### src/pkg/bbx_map.vh
// opcode fields, flag positions and timing constants for the byte/bit execute unit
`ifndef BBX_MAP_VH
`define BBX_MAP_VH
`define BBX_OPW            14
`define BBX_ADDRW          7
`define BBX_BIT_CLASS      2'h1
`define BBX_BIT_CLR        2'h0
`define BBX_BIT_SET        2'h1
`define BBX_BIT_SKIP_CLR   2'h2
`define BBX_BIT_SKIP_SET   2'h3
`define BBX_BYTE_CLASS     2'h0
`define BBX_BYTE_ADD       4'h7
`define BBX_BYTE_AND       4'h5
`define BBX_LIT_CLASS      2'h3
`define BBX_LIT_ADD        3'h7
`define BBX_LIT_AND        4'h9
`define BBX_FLAG_C         0
`define BBX_FLAG_DC        1
`define BBX_FLAG_Z         2
`define BBX_W_RESET        8'h00
`define BBX_FLAGS_RESET    3'h0
`define BBX_SKIP_CYCLES    2
`endif

### src/verilog/bbx_exec.v
// byte and bit instruction execute unit of an 8-bit core
`timescale 1ns/1ps
`include "bbx_map.vh"

module bbx_exec (
  input  wire        sys_clk,
  input  wire        rst_n,
  // instruction side
  input  wire        cyc_en,
  input  wire        instr_valid,
  input  wire [13:0] instr_word,
  // register file side
  input  wire [7:0]  reg_rdata,
  input  wire        reg_is_port,
  input  wire [7:0]  port_pins,
  // results, all straight from flip-flops
  output reg  [6:0]  reg_addr,
  output reg         reg_we,
  output reg  [7:0]  reg_wdata,
  output reg  [7:0]  acc_w,
  output reg         carry_flag,
  output reg         nibble_out_flag,
  output reg         zero_flag,
  output reg         squash_next,
  output reg         illegal_op
);

  // instruction fields
  wire [1:0] cls      = instr_word[13:12];
  wire [3:0] byte_op  = instr_word[11:8];
  wire [1:0] bit_op   = instr_word[11:10];
  wire [2:0] bit_idx  = instr_word[9:7];
  wire [6:0] f_addr   = instr_word[6:0];
  // destination bit 1 sends the result back to the register
  wire       dest_reg = instr_word[7];
  wire [7:0] literal  = instr_word[7:0];

  // one decode line per byte or literal instruction of this group
  wire       lit_add_hit = (cls == `BBX_LIT_CLASS) && (instr_word[11:9] == `BBX_LIT_ADD);
  wire       lit_and_hit = (cls == `BBX_LIT_CLASS) && (byte_op == `BBX_LIT_AND);
  wire       reg_add_hit = (cls == `BBX_BYTE_CLASS) && (byte_op == `BBX_BYTE_ADD);
  wire       reg_and_hit = (cls == `BBX_BYTE_CLASS) && (byte_op == `BBX_BYTE_AND);

  // read-modify-write sources a port's pins, not its latch
  wire [7:0] f_val = reg_is_port ? port_pins : reg_rdata;

  // one-hot select of the addressed bit and its tested value, one cell per data bit
  wire [7:0] bit_sel;
  wire [7:0] bit_hit;
  genvar     gi;
  generate
    for (gi = 0; gi < 8; gi = gi + 1) begin : g_bit_sel
      localparam [2:0] BIT_POS = gi;
      assign bit_sel[gi] = (bit_idx == BIT_POS);
      assign bit_hit[gi] = bit_sel[gi] & f_val[gi];
    end
  endgenerate

  // the counter covers the discarded slot that follows a taken test
  wire [31:0] skip_load_full = `BBX_SKIP_CYCLES - 1;
  wire [1:0]  skip_load      = skip_load_full[1:0];

  // reset image of the flag bits, indexed by their positions
  wire [2:0] flags_init = `BBX_FLAGS_RESET;

  reg  [1:0] skip_cnt_q;
  reg  [1:0] skip_cnt_d;
  wire       skip_slot = (skip_cnt_q != 2'h0);

  // next-state values and datapath temporaries

  reg  [7:0] w_d;
  reg        c_d;
  reg        dc_d;
  reg        z_d;
  reg        we_d;
  reg  [7:0] wdata_d;
  reg        sq_d;
  reg        ill_d;
  reg  [7:0] operand;
  reg  [4:0] low_sum;
  reg  [8:0] full_sum;
  reg  [7:0] res;
  reg  [7:0] bit_mask;
  reg        tested;

  // next-state logic; an idle slot holds W, the flags and the write data, a discarded slot holds the same while the skip counter counts down
  always @* begin
    w_d        = acc_w;
    c_d        = carry_flag;
    dc_d       = nibble_out_flag;
    z_d        = zero_flag;
    we_d       = 1'b0;
    wdata_d    = reg_wdata;
    sq_d       = 1'b0;
    ill_d      = 1'b0;
    skip_cnt_d = skip_cnt_q;
    operand    = (cls == `BBX_LIT_CLASS) ? literal : f_val;
    low_sum    = {1'b0, acc_w[3:0]} + {1'b0, operand[3:0]};
    full_sum   = {1'b0, acc_w} + {1'b0, operand};
    res        = 8'h00;
    bit_mask   = bit_sel;
    tested     = |bit_hit;
    if (skip_slot) begin
      // discarded slot runs as a no-operation
      skip_cnt_d = skip_cnt_q - 2'h1;
    end else if (instr_valid) begin
      case (cls)
        `BBX_LIT_CLASS: begin
          if (lit_add_hit) begin
            w_d  = full_sum[7:0];
            c_d  = full_sum[8];
            dc_d = low_sum[4];
            z_d  = (full_sum[7:0] == 8'h00);
          end else if (lit_and_hit) begin
            w_d = acc_w & literal;
            z_d = ((acc_w & literal) == 8'h00);
          end else begin
            ill_d = 1'b1;
          end
        end
        `BBX_BYTE_CLASS: begin
          if (reg_add_hit || reg_and_hit) begin
            if (reg_add_hit) begin
              res  = full_sum[7:0];
              c_d  = full_sum[8];
              dc_d = low_sum[4];
            end else begin
              res = acc_w & f_val;
            end
            // flags follow the result whichever way it is routed
            z_d = (res == 8'h00);
            if (dest_reg) begin
              we_d    = 1'b1;
              wdata_d = res;
            end else begin
              w_d = res;
            end
          end else begin
            ill_d = 1'b1;
          end
        end
        `BBX_BIT_CLASS: begin
          case (bit_op)
            `BBX_BIT_CLR: begin
              we_d    = 1'b1;
              wdata_d = f_val & ~bit_mask;
            end
            `BBX_BIT_SET: begin
              we_d    = 1'b1;
              wdata_d = f_val | bit_mask;
            end
            `BBX_BIT_SKIP_CLR: begin
              if (!tested) begin
                sq_d       = 1'b1;
                skip_cnt_d = skip_load;
              end
            end
            `BBX_BIT_SKIP_SET: begin
              if (tested) begin
                sq_d       = 1'b1;
                skip_cnt_d = skip_load;
              end
            end
            default: ill_d = 1'b1;
          endcase
        end
        // words outside this group change nothing and raise the flag
        default: ill_d = 1'b1;
      endcase
    end
  end

  // state updates once per instruction cycle
  always @(posedge sys_clk) begin
    if (!rst_n) begin
      acc_w           <= `BBX_W_RESET;
      carry_flag      <= flags_init[`BBX_FLAG_C];
      nibble_out_flag <= flags_init[`BBX_FLAG_DC];
      zero_flag       <= flags_init[`BBX_FLAG_Z];
      reg_addr        <= 7'h00;
      reg_wdata       <= 8'h00;
      squash_next     <= 1'b0;
      illegal_op      <= 1'b0;
      skip_cnt_q      <= 2'h0;
    end else if (cyc_en) begin
      acc_w           <= w_d;
      carry_flag      <= c_d;
      nibble_out_flag <= dc_d;
      zero_flag       <= z_d;
      reg_addr        <= f_addr;
      reg_wdata       <= wdata_d;
      squash_next     <= sq_d;
      illegal_op      <= ill_d;
      skip_cnt_q      <= skip_cnt_d;
    end
  end

  // write strobe is one sys_clk wide regardless of cycle rate; the write lands at the
  // next edge, so with cyc_en high every sys_clk a register rewritten by one word reads old data in the very next word
  always @(posedge sys_clk) begin
    if (!rst_n) begin
      reg_we <= 1'b0;
    end else begin
      reg_we <= cyc_en & we_d;
    end
  end

endmodule // bbx_exec

### config.mk
export PLATFORM = sky130hd
export DESIGN_NAME = bbx_exec
export DESIGN_NICKNAME = d
export VERILOG_FILES = /design/src/verilog/bbx_exec.v
export VERILOG_INCLUDE_DIRS = /design/src /design/src/pkg
export SDC_FILE = /design/constraint.sdc
export NUM_CORES = 1
export LEC_CHECK = 0
export BUFFER_PORTS_ARGS = -buffer_cell sky130_fd_sc_hd__buf_2
export CAP_MARGIN = 20
export CORE_MARGIN = 2
export CORE_UTILIZATION = 54
export DETAILED_ROUTE_END_ITERATION = 8
export PLACE_DENSITY = 0.91
export SETUP_SLACK_MARGIN = 0.05
export SYNTH_ARGS = -nofsm -noshare
export SYNTH_HDL_FRONTEND = slang
export SYNTH_SLANG_ARGS = --single-unit
### constraint.sdc
create_clock -name sys_clk -period 3.51 [get_ports sys_clk]
set_input_delay 0 -clock sys_clk [delete_from_list [all_inputs] [get_ports sys_clk]]
set_output_delay 0 -clock sys_clk [all_outputs]
set_load 0.02 [all_outputs]
* After elaboration in Yosys (flattened, before gate mapping) *
Index checks and enable logic that the tools add are counted.

storage, ports and cells
  register bits after elaboration = 31
  input bits = 35
  output and inout bits = 29
  word-level logic and storage cells = 129

cells by class
  add/sub/neg operators = 3
  eq/ne operators = 25
  muxes and demuxes = 52
  bitwise operators = 15
  reductions and logical operators = 24

operators with widths
  cell                count
  $mux 8              13
  $pmux 8 s2          3
  $and 8x8->8         3
  $logic_not 8->1     3
  $mux 1              24
  $reduce_and 7->1    3
  $eq 3x3->1 const B  5
  $reduce_and 6->1    2
  $mux 2              5
  $pmux 1 s2          5
  $reduce_bool 2->1   5
  $add 8x8->9         1
  $and 1x1->1         9
  $ne 3x3->1 const B  3
  $eq 4x3->1 const B  2
  $ne 2x2->1 const B  4
  $not 8->8           1
  $or 8x8->8          1
  $reduce_or 8->1     1
  $eq 2x2->1 const B  3
  $eq 3x2->1 const B  2
  $add 4x4->5         1
  $eq 2x1->1 const B  2
  $eq 4x4->1 const B  1
  13 further kinds    17

* Depth between registers and ports, before layout *
Gate-level depths: netlist of the first run.

  depth after elaboration = 11
  gate-level depth with buffers = 13
  gate-level depth less buffers = 12

* Worst setup path after synthesis of the first run *
Ideal clock, no wire load.

  path kind = input to register
  from = input port instr_word[12]
  to = register zero_flag
  library setup time = 0.060 ns
  arrival = 2.778 ns
  data required time = 3.450 ns
  setup slack = 0.673 ns
  stages on the path = 13
  buffers on the path = 1
  path through = ha_1 -> buf_1 -> mux2_2 -> ha_1 -> inv_1 -> fa_1 -> nand2b_1 -> a21oi_1 -> xnor2_1 -> o21ai_1 -> or4_1 -> nor4_1 -> o311a_1

on the way
  longest elaborated chain between the ends = 11
  elaborated cells between the ends (all ways) = 23
  those cells by class = add/sub: 1; eq/ne: 3; mux: 9; reduce/logical: 10

ends and longest elaborated chain
  what                  line            source
  from (decl)           bbx_exec.v:11   input wire [13:0] instr_word,
  $eq 2x2->1            bbx_exec.v:108  case (cls)
  $mux 8                bbx_exec.v:98   operand = (cls == `BBX_LIT_CLASS) ? literal : f_val;
  $add 8x8->9           bbx_exec.v:100  full_sum = {1'b0, acc_w} + {1'b0, operand};
  $mux 8                bbx_exec.v:124  if (reg_add_hit) begin
  $mux 8                bbx_exec.v:123  if (reg_add_hit || reg_and_hit) begin
  $mux 8                bbx_exec.v:108
  $mux 8                bbx_exec.v:107  end else if (instr_valid) begin
  $mux 8                bbx_exec.v:104  if (skip_slot) begin
  $logic_not 8->1       bbx_exec.v:132  z_d = (res == 8'h00);
  $mux 1                bbx_exec.v:123
  $pmux 1 s2            bbx_exec.v:108
  to (signal assigned)  bbx_exec.v:180  zero_flag <= flags_init[`BBX_FLAG_Z];
  to (signal assigned)  bbx_exec.v:190  zero_flag <= z_d;
  to (decl)             bbx_exec.v:23   output reg zero_flag,

Parallel ways exist; a longest one is shown, timed or not. The select of a mux whose other input is x is not followed.
A chain may end at the register's enable or synchronous reset.

* Final worst setup path of the first run *
  from = input port reg_is_port
  to = register zero_flag

on the way
  longest elaborated chain between the ends = 11
  elaborated cells between the ends (all ways) = 14
  those cells by class = add/sub: 1; mux: 10; bitwise: 1; reduce/logical: 2

ends and longest elaborated chain
  what             line            source
  from (decl)      bbx_exec.v:14   input wire reg_is_port,
  $mux 8 *         bbx_exec.v:45   wire [7:0] f_val = reg_is_port ? port_pins : reg_rdata;
  $mux 8           bbx_exec.v:98
  $add 8x8->9      bbx_exec.v:100
  $mux 8           bbx_exec.v:124
  $mux 8           bbx_exec.v:123
  $mux 8           bbx_exec.v:108
  $mux 8           bbx_exec.v:107
  $mux 8           bbx_exec.v:104
  $logic_not 8->1  bbx_exec.v:132
  $mux 1           bbx_exec.v:123
  $pmux 1 s2 *     bbx_exec.v:108

Every way passes the cells marked *; elsewhere a longest branch is shown, timed or not. The select of a mux whose other input is x is not followed.

==> impl_metrics.py, run 1 <==
metrics = {
    "floorplanning": {
        "die_width_um": 72.31,
        "die_area_um2": 5229,
        "top_level_ports": 64,
        "cell_rows": 24,
        "core_region_area_um2": 4414,
        "start_util": 0.5709,
        "die_h_um": 72.31,
    },
    "clock_network": {
        "clock_tree_from_tritoncts": "done",
        "post-cts-setup-buffers": 0,
        "clock_insertion_delay_worst_skew_ps": 290,
        "cts_htree_levels": 2,
        "clk_pin_slew_ps": 70,
        "cts_buffers": 5,
        "cts_num_sinks": 31,
        "ctsLongestPathBuffers": 2,
        "ctsRootBufferMaster": "clkbuf_8",
    },
    "final_layout": {
        "area_growth_syn_to_layout_pct": 18.52,
        "final_util": 0.6766,
        "antenna-diode-count": 0,
        "layout.cells.most_common": "buf_2",
        "layout_common_cells": "63 x buf_2, 36 x nor2_1, 31 x dfxtp_1",
        "post_route_cells_drive_above_1_share": 0.2507,
        "layout.nets": 430,
    },
    "worst_setup_path": {
        "reg2reg_from": "acc_w[0]",
        "critical_path_class": "in2reg",
        "startpoint": "reg_is_port",
        "worst_ep_required_time_ps": 3750,
        "worst-path-max-fanout": 9,
        "worst_setup_path_end_kind": "flip-flop",
        "crit-reg2reg-capture": "zero_flag",
        "worst-r2r-setup-slack_ps": 570,
        "crit_path_start_kind": "input port",
        "critical_path_arrival_ps": 3240,
        "r2r.worst_path.cells": 10,
    },
    "placed_design": {
        "pre_cts_ws_ps": 355.1,
        "port_buffers": 63,
        "gp_congestion": 1.000,
        "dp_hpwl_um": 5493,
    },
    "sta": {
        "clock.fmax_mhz": 333.1,
        "actual_slew_at_the_worst_max_slew_pin_ps": 879.1,
        "setup_total_negative_slack_ps": 0,
        "final.setup_skew_ps": 7.435,
        "grt_setup_unrepaired": "no",
        "final.setup.worst_slack_ps": 508.2,
        "finalWorstPathRequiredPeriod_ps": 3002,
        "finalHoldViolCount": 0,
        "timing.final.setup_violations": 0,
        "maxSlewHeadroom": 0.4100,
        "maxSlewViolCount": 0,
        "timing.final.crit_share": 0.8552,
    },
    "grt": {
        "largest_net_degree_at_the_start_of_global_routing": 24,
        "grt_antenna_before_repair": 0,
        "grt_first_pass_wirelength_um": 12020,
        "vias_in_the_first_global_route": 2477,
        "grt_use_total": 0.2952,
        "grt_overflow_total": 0,
    },
    "detailed_routing": {
        "via_count": 2771,
        "wl_um": 7543,
        "wl_per_cell_um": 17.34,
        "detail_route.vias_per_cell": 6.370,
        "detailedRoute.firstPassIterationCount": 6,
        "drt_first_iter_violations": 354,
        "drtAntennaViolNets": 0,
        "drc": 0,
    },
    "power_and_ir_drop": {
        "power.leakage_uw": 0.001351,
        "vdd_drop_max_mv": 0.1820,
        "power.density_cell_area_nw_per_um2": 323.1,
    },
    "logic_synthesis": {
        "ys_seq_area_frac": 0.2463,
        "number_of_synthesized_flops_with_an_enable_pin": 0,
        "synth_async_reset_ratio": 0,
        "synth_nets": 374,
        "syn_inst": 326,
        "yosys_most_used_dff": "dfxtp_1",
        "synth-seq-cells": 31,
        "synth.avg_cell_area_um2": 7.730,
        "syn-cell-area_um2": 2520,
        "synthesis.yosys.warnings": 0,
        "ys_types": 51,
    },
    "run": {
        "maxCapViolations": 0,
    },
    "run_status": {
        "outcome": "complete, no violations",
    },
    "hold_path": {
        "holdPathEnd": "reg_addr[3]",
        "worstHoldStart": "instr_word[3]",
        "hp-class": "in2reg",
        "whs_path_depth": 3,
    },
}
[report_power, final]
group          internal, uW  leakage, uW  switching, uW
combinational          92.3      0.00104            132
sequential              359     0.000251           4.26
clock                   230    0.0000612            148
[cells in the mapped netlist (all sizes together), types with 2 or more instances]
| cell | count | area share |
|---|---|---|
| a211o | 2 | 0.0070 |
| dfxtp | 31 | 0.25 |
| clkbuf | 17 | 0.025 |
| mux2i | 14 | 0.056 |
| buf | 4 | 0.0099 |
| nand2b | 3 | 0.0074 |
| nand2 | 28 | 0.042 |
| nor3 | 4 | 0.0079 |
| nand4 | 5 | 0.012 |
| nand3 | 23 | 0.046 |
| a21o | 2 | 0.0060 |
| a311oi | 3 | 0.010 |
| mux2 | 20 | 0.098 |
| or4 | 2 | 0.0060 |
| ha | 12 | 0.060 |
| nor3b | 5 | 0.015 |
| o21a | 4 | 0.012 |
| and2 | 4 | 0.0099 |
| a21oi | 28 | 0.056 |
| or3 | 2 | 0.0050 |
| o21ai | 24 | 0.048 |
| nor2 | 36 | 0.054 |
| xnor2 | 5 | 0.017 |
| a31oi | 2 | 0.0050 |
| inv | 13 | 0.019 |
| and3 | 3 | 0.0074 |
| o211ai | 6 | 0.018 |
| mux4 | 2 | 0.018 |
| a211oi | 5 | 0.015 |
[flip-flops by register name, summed over array words and instances (netlist names)]
signal           flops
reg_addr             7
reg_we               1
illegal_op           1
acc_w                8
nibble_out_flag      1
squash_next          1
carry_flag           1
zero_flag            1
reg_wdata            8
skip_cnt_q           2
[timing repair]
action	in CTS	in global routing
hold buffers	2	0
endpoints found under the hold margin	2	0
gates resized for setup	0	0
[how the worst max path moves through the flow]
stage           endpoint  slack (ps)  cells past startpoint
3_5_place_dp   zero_flag         360                     12
5_1_grt        zero_flag         380                     12
6_report       zero_flag         510                     12
4_1_cts        zero_flag         590                     12
2_1_floorplan  zero_flag         670                     13
3_3_place_gp   zero_flag         430                     12
[layout make-up]
type | instances | area [um2]
Fill cell | 370 | 1428
Inverter | 13 | 48.80
Timing Repair Buffer | 70 | 372.9
Multi-Input combinational cell | 261 | 1762
Clock inverter | 2 | 35.03
Sequential cell | 31 | 620.6
Clock buffer | 6 | 82.58
Tap cell | 52 | 65.06
[metal layers]
metal  up-vias  track usage  routed length [um]
met3        32      0.07917                 674
met1      1263       0.3726                3065
met4         0       0.1216                 225
met2       180       0.4771                3577
li1       1296            -                   -
met5         -            0                   0
[through the flow]
step | cell area [um2] | hold slack [ps] | total power (uW) | std cells
after CTS | 2987 | 10.26 | 964.8 | 435
after detailed placement | 2849 | 285.2 | 586.9 | 425
after floorplan | 2520 | 79.31 | 521.5 | 326
final | 2987 | 15.18 | 964.9 | 435
after global routing | 2987 | 14.12 | 1002 | 435
after global placement | 2849 | 281.3 | 582.6 | 425
[critical path, stage by stage]
cell and delay [ps]:
buf_2 250, mux2_4 370, mux2i_1 260, inv_1 80
ha_1 270, a21o_1 200, a21oi_1 220, xor2_1 330
o21ai_0 240, or4_1 570, nor4_1 240, o311a_1 210
[kinds of logic (layout without fill, tap and decap cells)]
family	count (synthesis)	after routing	share of synthesized area
AOI/OAI and AO/OA	85	85	0.2080
xor gates and xnor gates	6	6	0.02085
muxes	36	36	0.1718
and+or+nand+nor	121	121	0.2309
adders and majority gates	13	13	0.06753
DFF	31	31	0.2463
buffers and inverters	34	91	0.05462
Power figures use the tool's default switching activity.
==> run 2: changes to the inputs <==
Settings changed: CAP_MARGIN 20 to not set, GPL_TIMING_DRIVEN set to 0.
==> run 2 against run 1 <==
Net effect:
- register-to-register slack worse by 100 ps
- setup slack got worse by 100 ps
- total power fell by 7.4%
- sequential power barely moved
- clock skew is 1.3 ps higher
- largest cell class unchanged
- largest power group is now sequential cells
==> impl_metrics.py, run 2 (synthesis gave the netlist of run 1 again) <==
metrics = {
    "run_status": {
        "outcome": "complete, no violations",
    },
    "power_and_ir_drop": {
        "finalPower_uw": 893.5,
        "power.leakage_uw": 0.001331,
        "vdd_drop_max_mv": 0.1704,
        "power.density_cell_area_nw_per_um2": 298.9,
    },
    "detailed_routing": {
        "drt_first_iter_violations": 284,
        "drtAntennaViolNets": 0,
        "drc": 0,
        "wl_per_cell_um": 16.82,
        "via_count": 2748,
        "detailedRoute.firstPassIterationCount": 9,
        "detail_route.vias_per_cell": 6.148,
        "wl_um": 7517,
    },
    "clock_network": {
        "ctsRootBufferMaster": "clkbuf_8",
        "clock_insertion_delay_worst_skew_ps": 300,
        "post-cts-setup-buffers": 0,
        "cts_htree_levels": 2,
        "ctsLongestPathBuffers": 2,
        "cts_num_sinks": 31,
        "clock_tree_from_tritoncts": "done",
        "clk_pin_slew_ps": 80,
        "cts_buffers": 5,
    },
    "final_layout": {
        "layout.nets": 442,
        "post_route_cells_drive_above_1_share": 0.2329,
        "antenna-diode-count": 0,
        "layout.filler_cells": 397,
        "largestRegisters": "acc_w: 8 flops, reg_wdata: 8 flops, reg_addr: 7 flops",
        "area_growth_syn_to_layout_pct": 18.62,
        "layout.cells.most_common": "buf_2",
        "final_util": 0.6772,
        "layout_common_cells": "62 x buf_2, 36 x nor2_1, 31 x dfxtp_1",
    },
    "placed_design": {
        "gp_congestion": 0.9926,
        "dp_hpwl_um": 5788,
        "port_buffers": 60,
    },
    "worst_setup_path": {
        "critical_path_arrival_ps": 3340,
        "worst_setup_path_end_kind": "flip-flop",
        "critical_path_class": "in2reg",
        "crit_path_start_kind": "input port",
        "worst-path-max-fanout": 10,
        "worst_ep_required_time_ps": 3750,
        "worst-r2r-setup-slack_ps": 470,
    },
    "sta": {
        "maxSlewHeadroom": 0.6037,
        "clock.fmax_mhz": 322.2,
        "finalWorstPathRequiredPeriod_ps": 3104,
        "setup_total_negative_slack_ps": 0,
        "final.setup_skew_ps": 8.704,
        "finalHoldViolCount": 0,
        "actual_slew_at_the_worst_max_slew_pin_ps": 594.5,
        "maxSlewViolCount": 0,
        "grt_setup_unrepaired": "no",
        "timing.final.crit_share": 0.8843,
        "timing.final.setup_violations": 0,
    },
    "floorplanning": {
        "top_level_ports": 64,
        "die_area_um2": 5229,
        "die_width_um": 72.31,
        "cell_rows": 24,
        "start_util": 0.5709,
        "die_h_um": 72.31,
        "core_region_area_um2": 4414,
    },
    "grt": {
        "largest_net_degree_at_the_start_of_global_routing": 13,
        "vias_in_the_first_global_route": 2496,
        "grt_overflow_total": 0,
        "grt_antenna_before_repair": 0,
        "grt_use_total": 0.2914,
        "grt_first_pass_wirelength_um": 11830,
    },
    "hold_path": {
        "hp-class": "in2reg",
    },
    "run": {
        "maxCapViolations": 0,
    },
}
-- run 2: area by class of cell --
type / instances / area [um2] / area share
Sequential cell: 31 / 620.6 / 0.2076
Buffer: 21 / 90.09 / 0.03014
Multi-Input combinational cell: 261 / 1762 / 0.5894
Clock inverter: 3 / 23.77 / 0.007953
Inverter: 13 / 48.80 / 0.01632
Tap cell: 52 / 65.06 / 0.02177
Clock buffer: 5 / 68.82 / 0.02302
Timing Repair Buffer: 61 / 310.3 / 0.1038
-- run 2: per-stage QoR --
stage,hold WS (ps),worst slack [ps],instances,instance area [um2]
detailed placement,292.8,26.86,438,2885
finish,4.322,406.2,447,2989
CTS,3.554,300.5,447,2988
global placement,275.1,9.530,438,2885
global route,27.28,231.7,447,2989
floorplan,79.31,672.7,326,2520
-- run 2: worst paths after layout --
check,from,to,cells after the start
worst max-delay path,instr_word[12],zero_flag,14
worst min-delay path,instr_word[2],reg_addr[2],3
worst max register to register,acc_w[0],zero_flag,10
worst min register to register,reg_wdata[4],reg_wdata[4],2
-- run 2: worst max-delay path, stage by stage --
cell      delay, ps
buf_2           110
ha_1            230
clkbuf_2        230
mux2_2          270
ha_1            170
inv_1            60
fa_1            380
nand2b_1        180
a21oi_1         260
xnor2_1         240
o21ai_1         160
or4_1           540
nor4_1          260
o311a_1         220
-- run 2: power by group --
part	leakage (uW)	total (uW)	switching, uW	internal [uW]
sequential	0.000251	363	4.12	359
combinational	0.00104	227	134	92.6
clock	0.0000408	304	162	142
total	0.00133	894	300	593
-- run 2: what timing repair did --
item,4_1_cts,5_1_grt
hold buffers,1,0
endpoints found under the hold margin,1,0
setup endpoints to repair,0,1
gates resized for setup,0,1
-- run 2: layer usage --
metal | track usage | part of all wire | vias to the layer above
met4 | 0.1216 | 0.028 | 0
met2 | 0.4801 | 0.47 | 155
met3 | 0.05972 | 0.087 | 25
met1 | 0.3706 | 0.41 | 1242
met5 | 0 | 0 | -
li1 | - | - | 1326
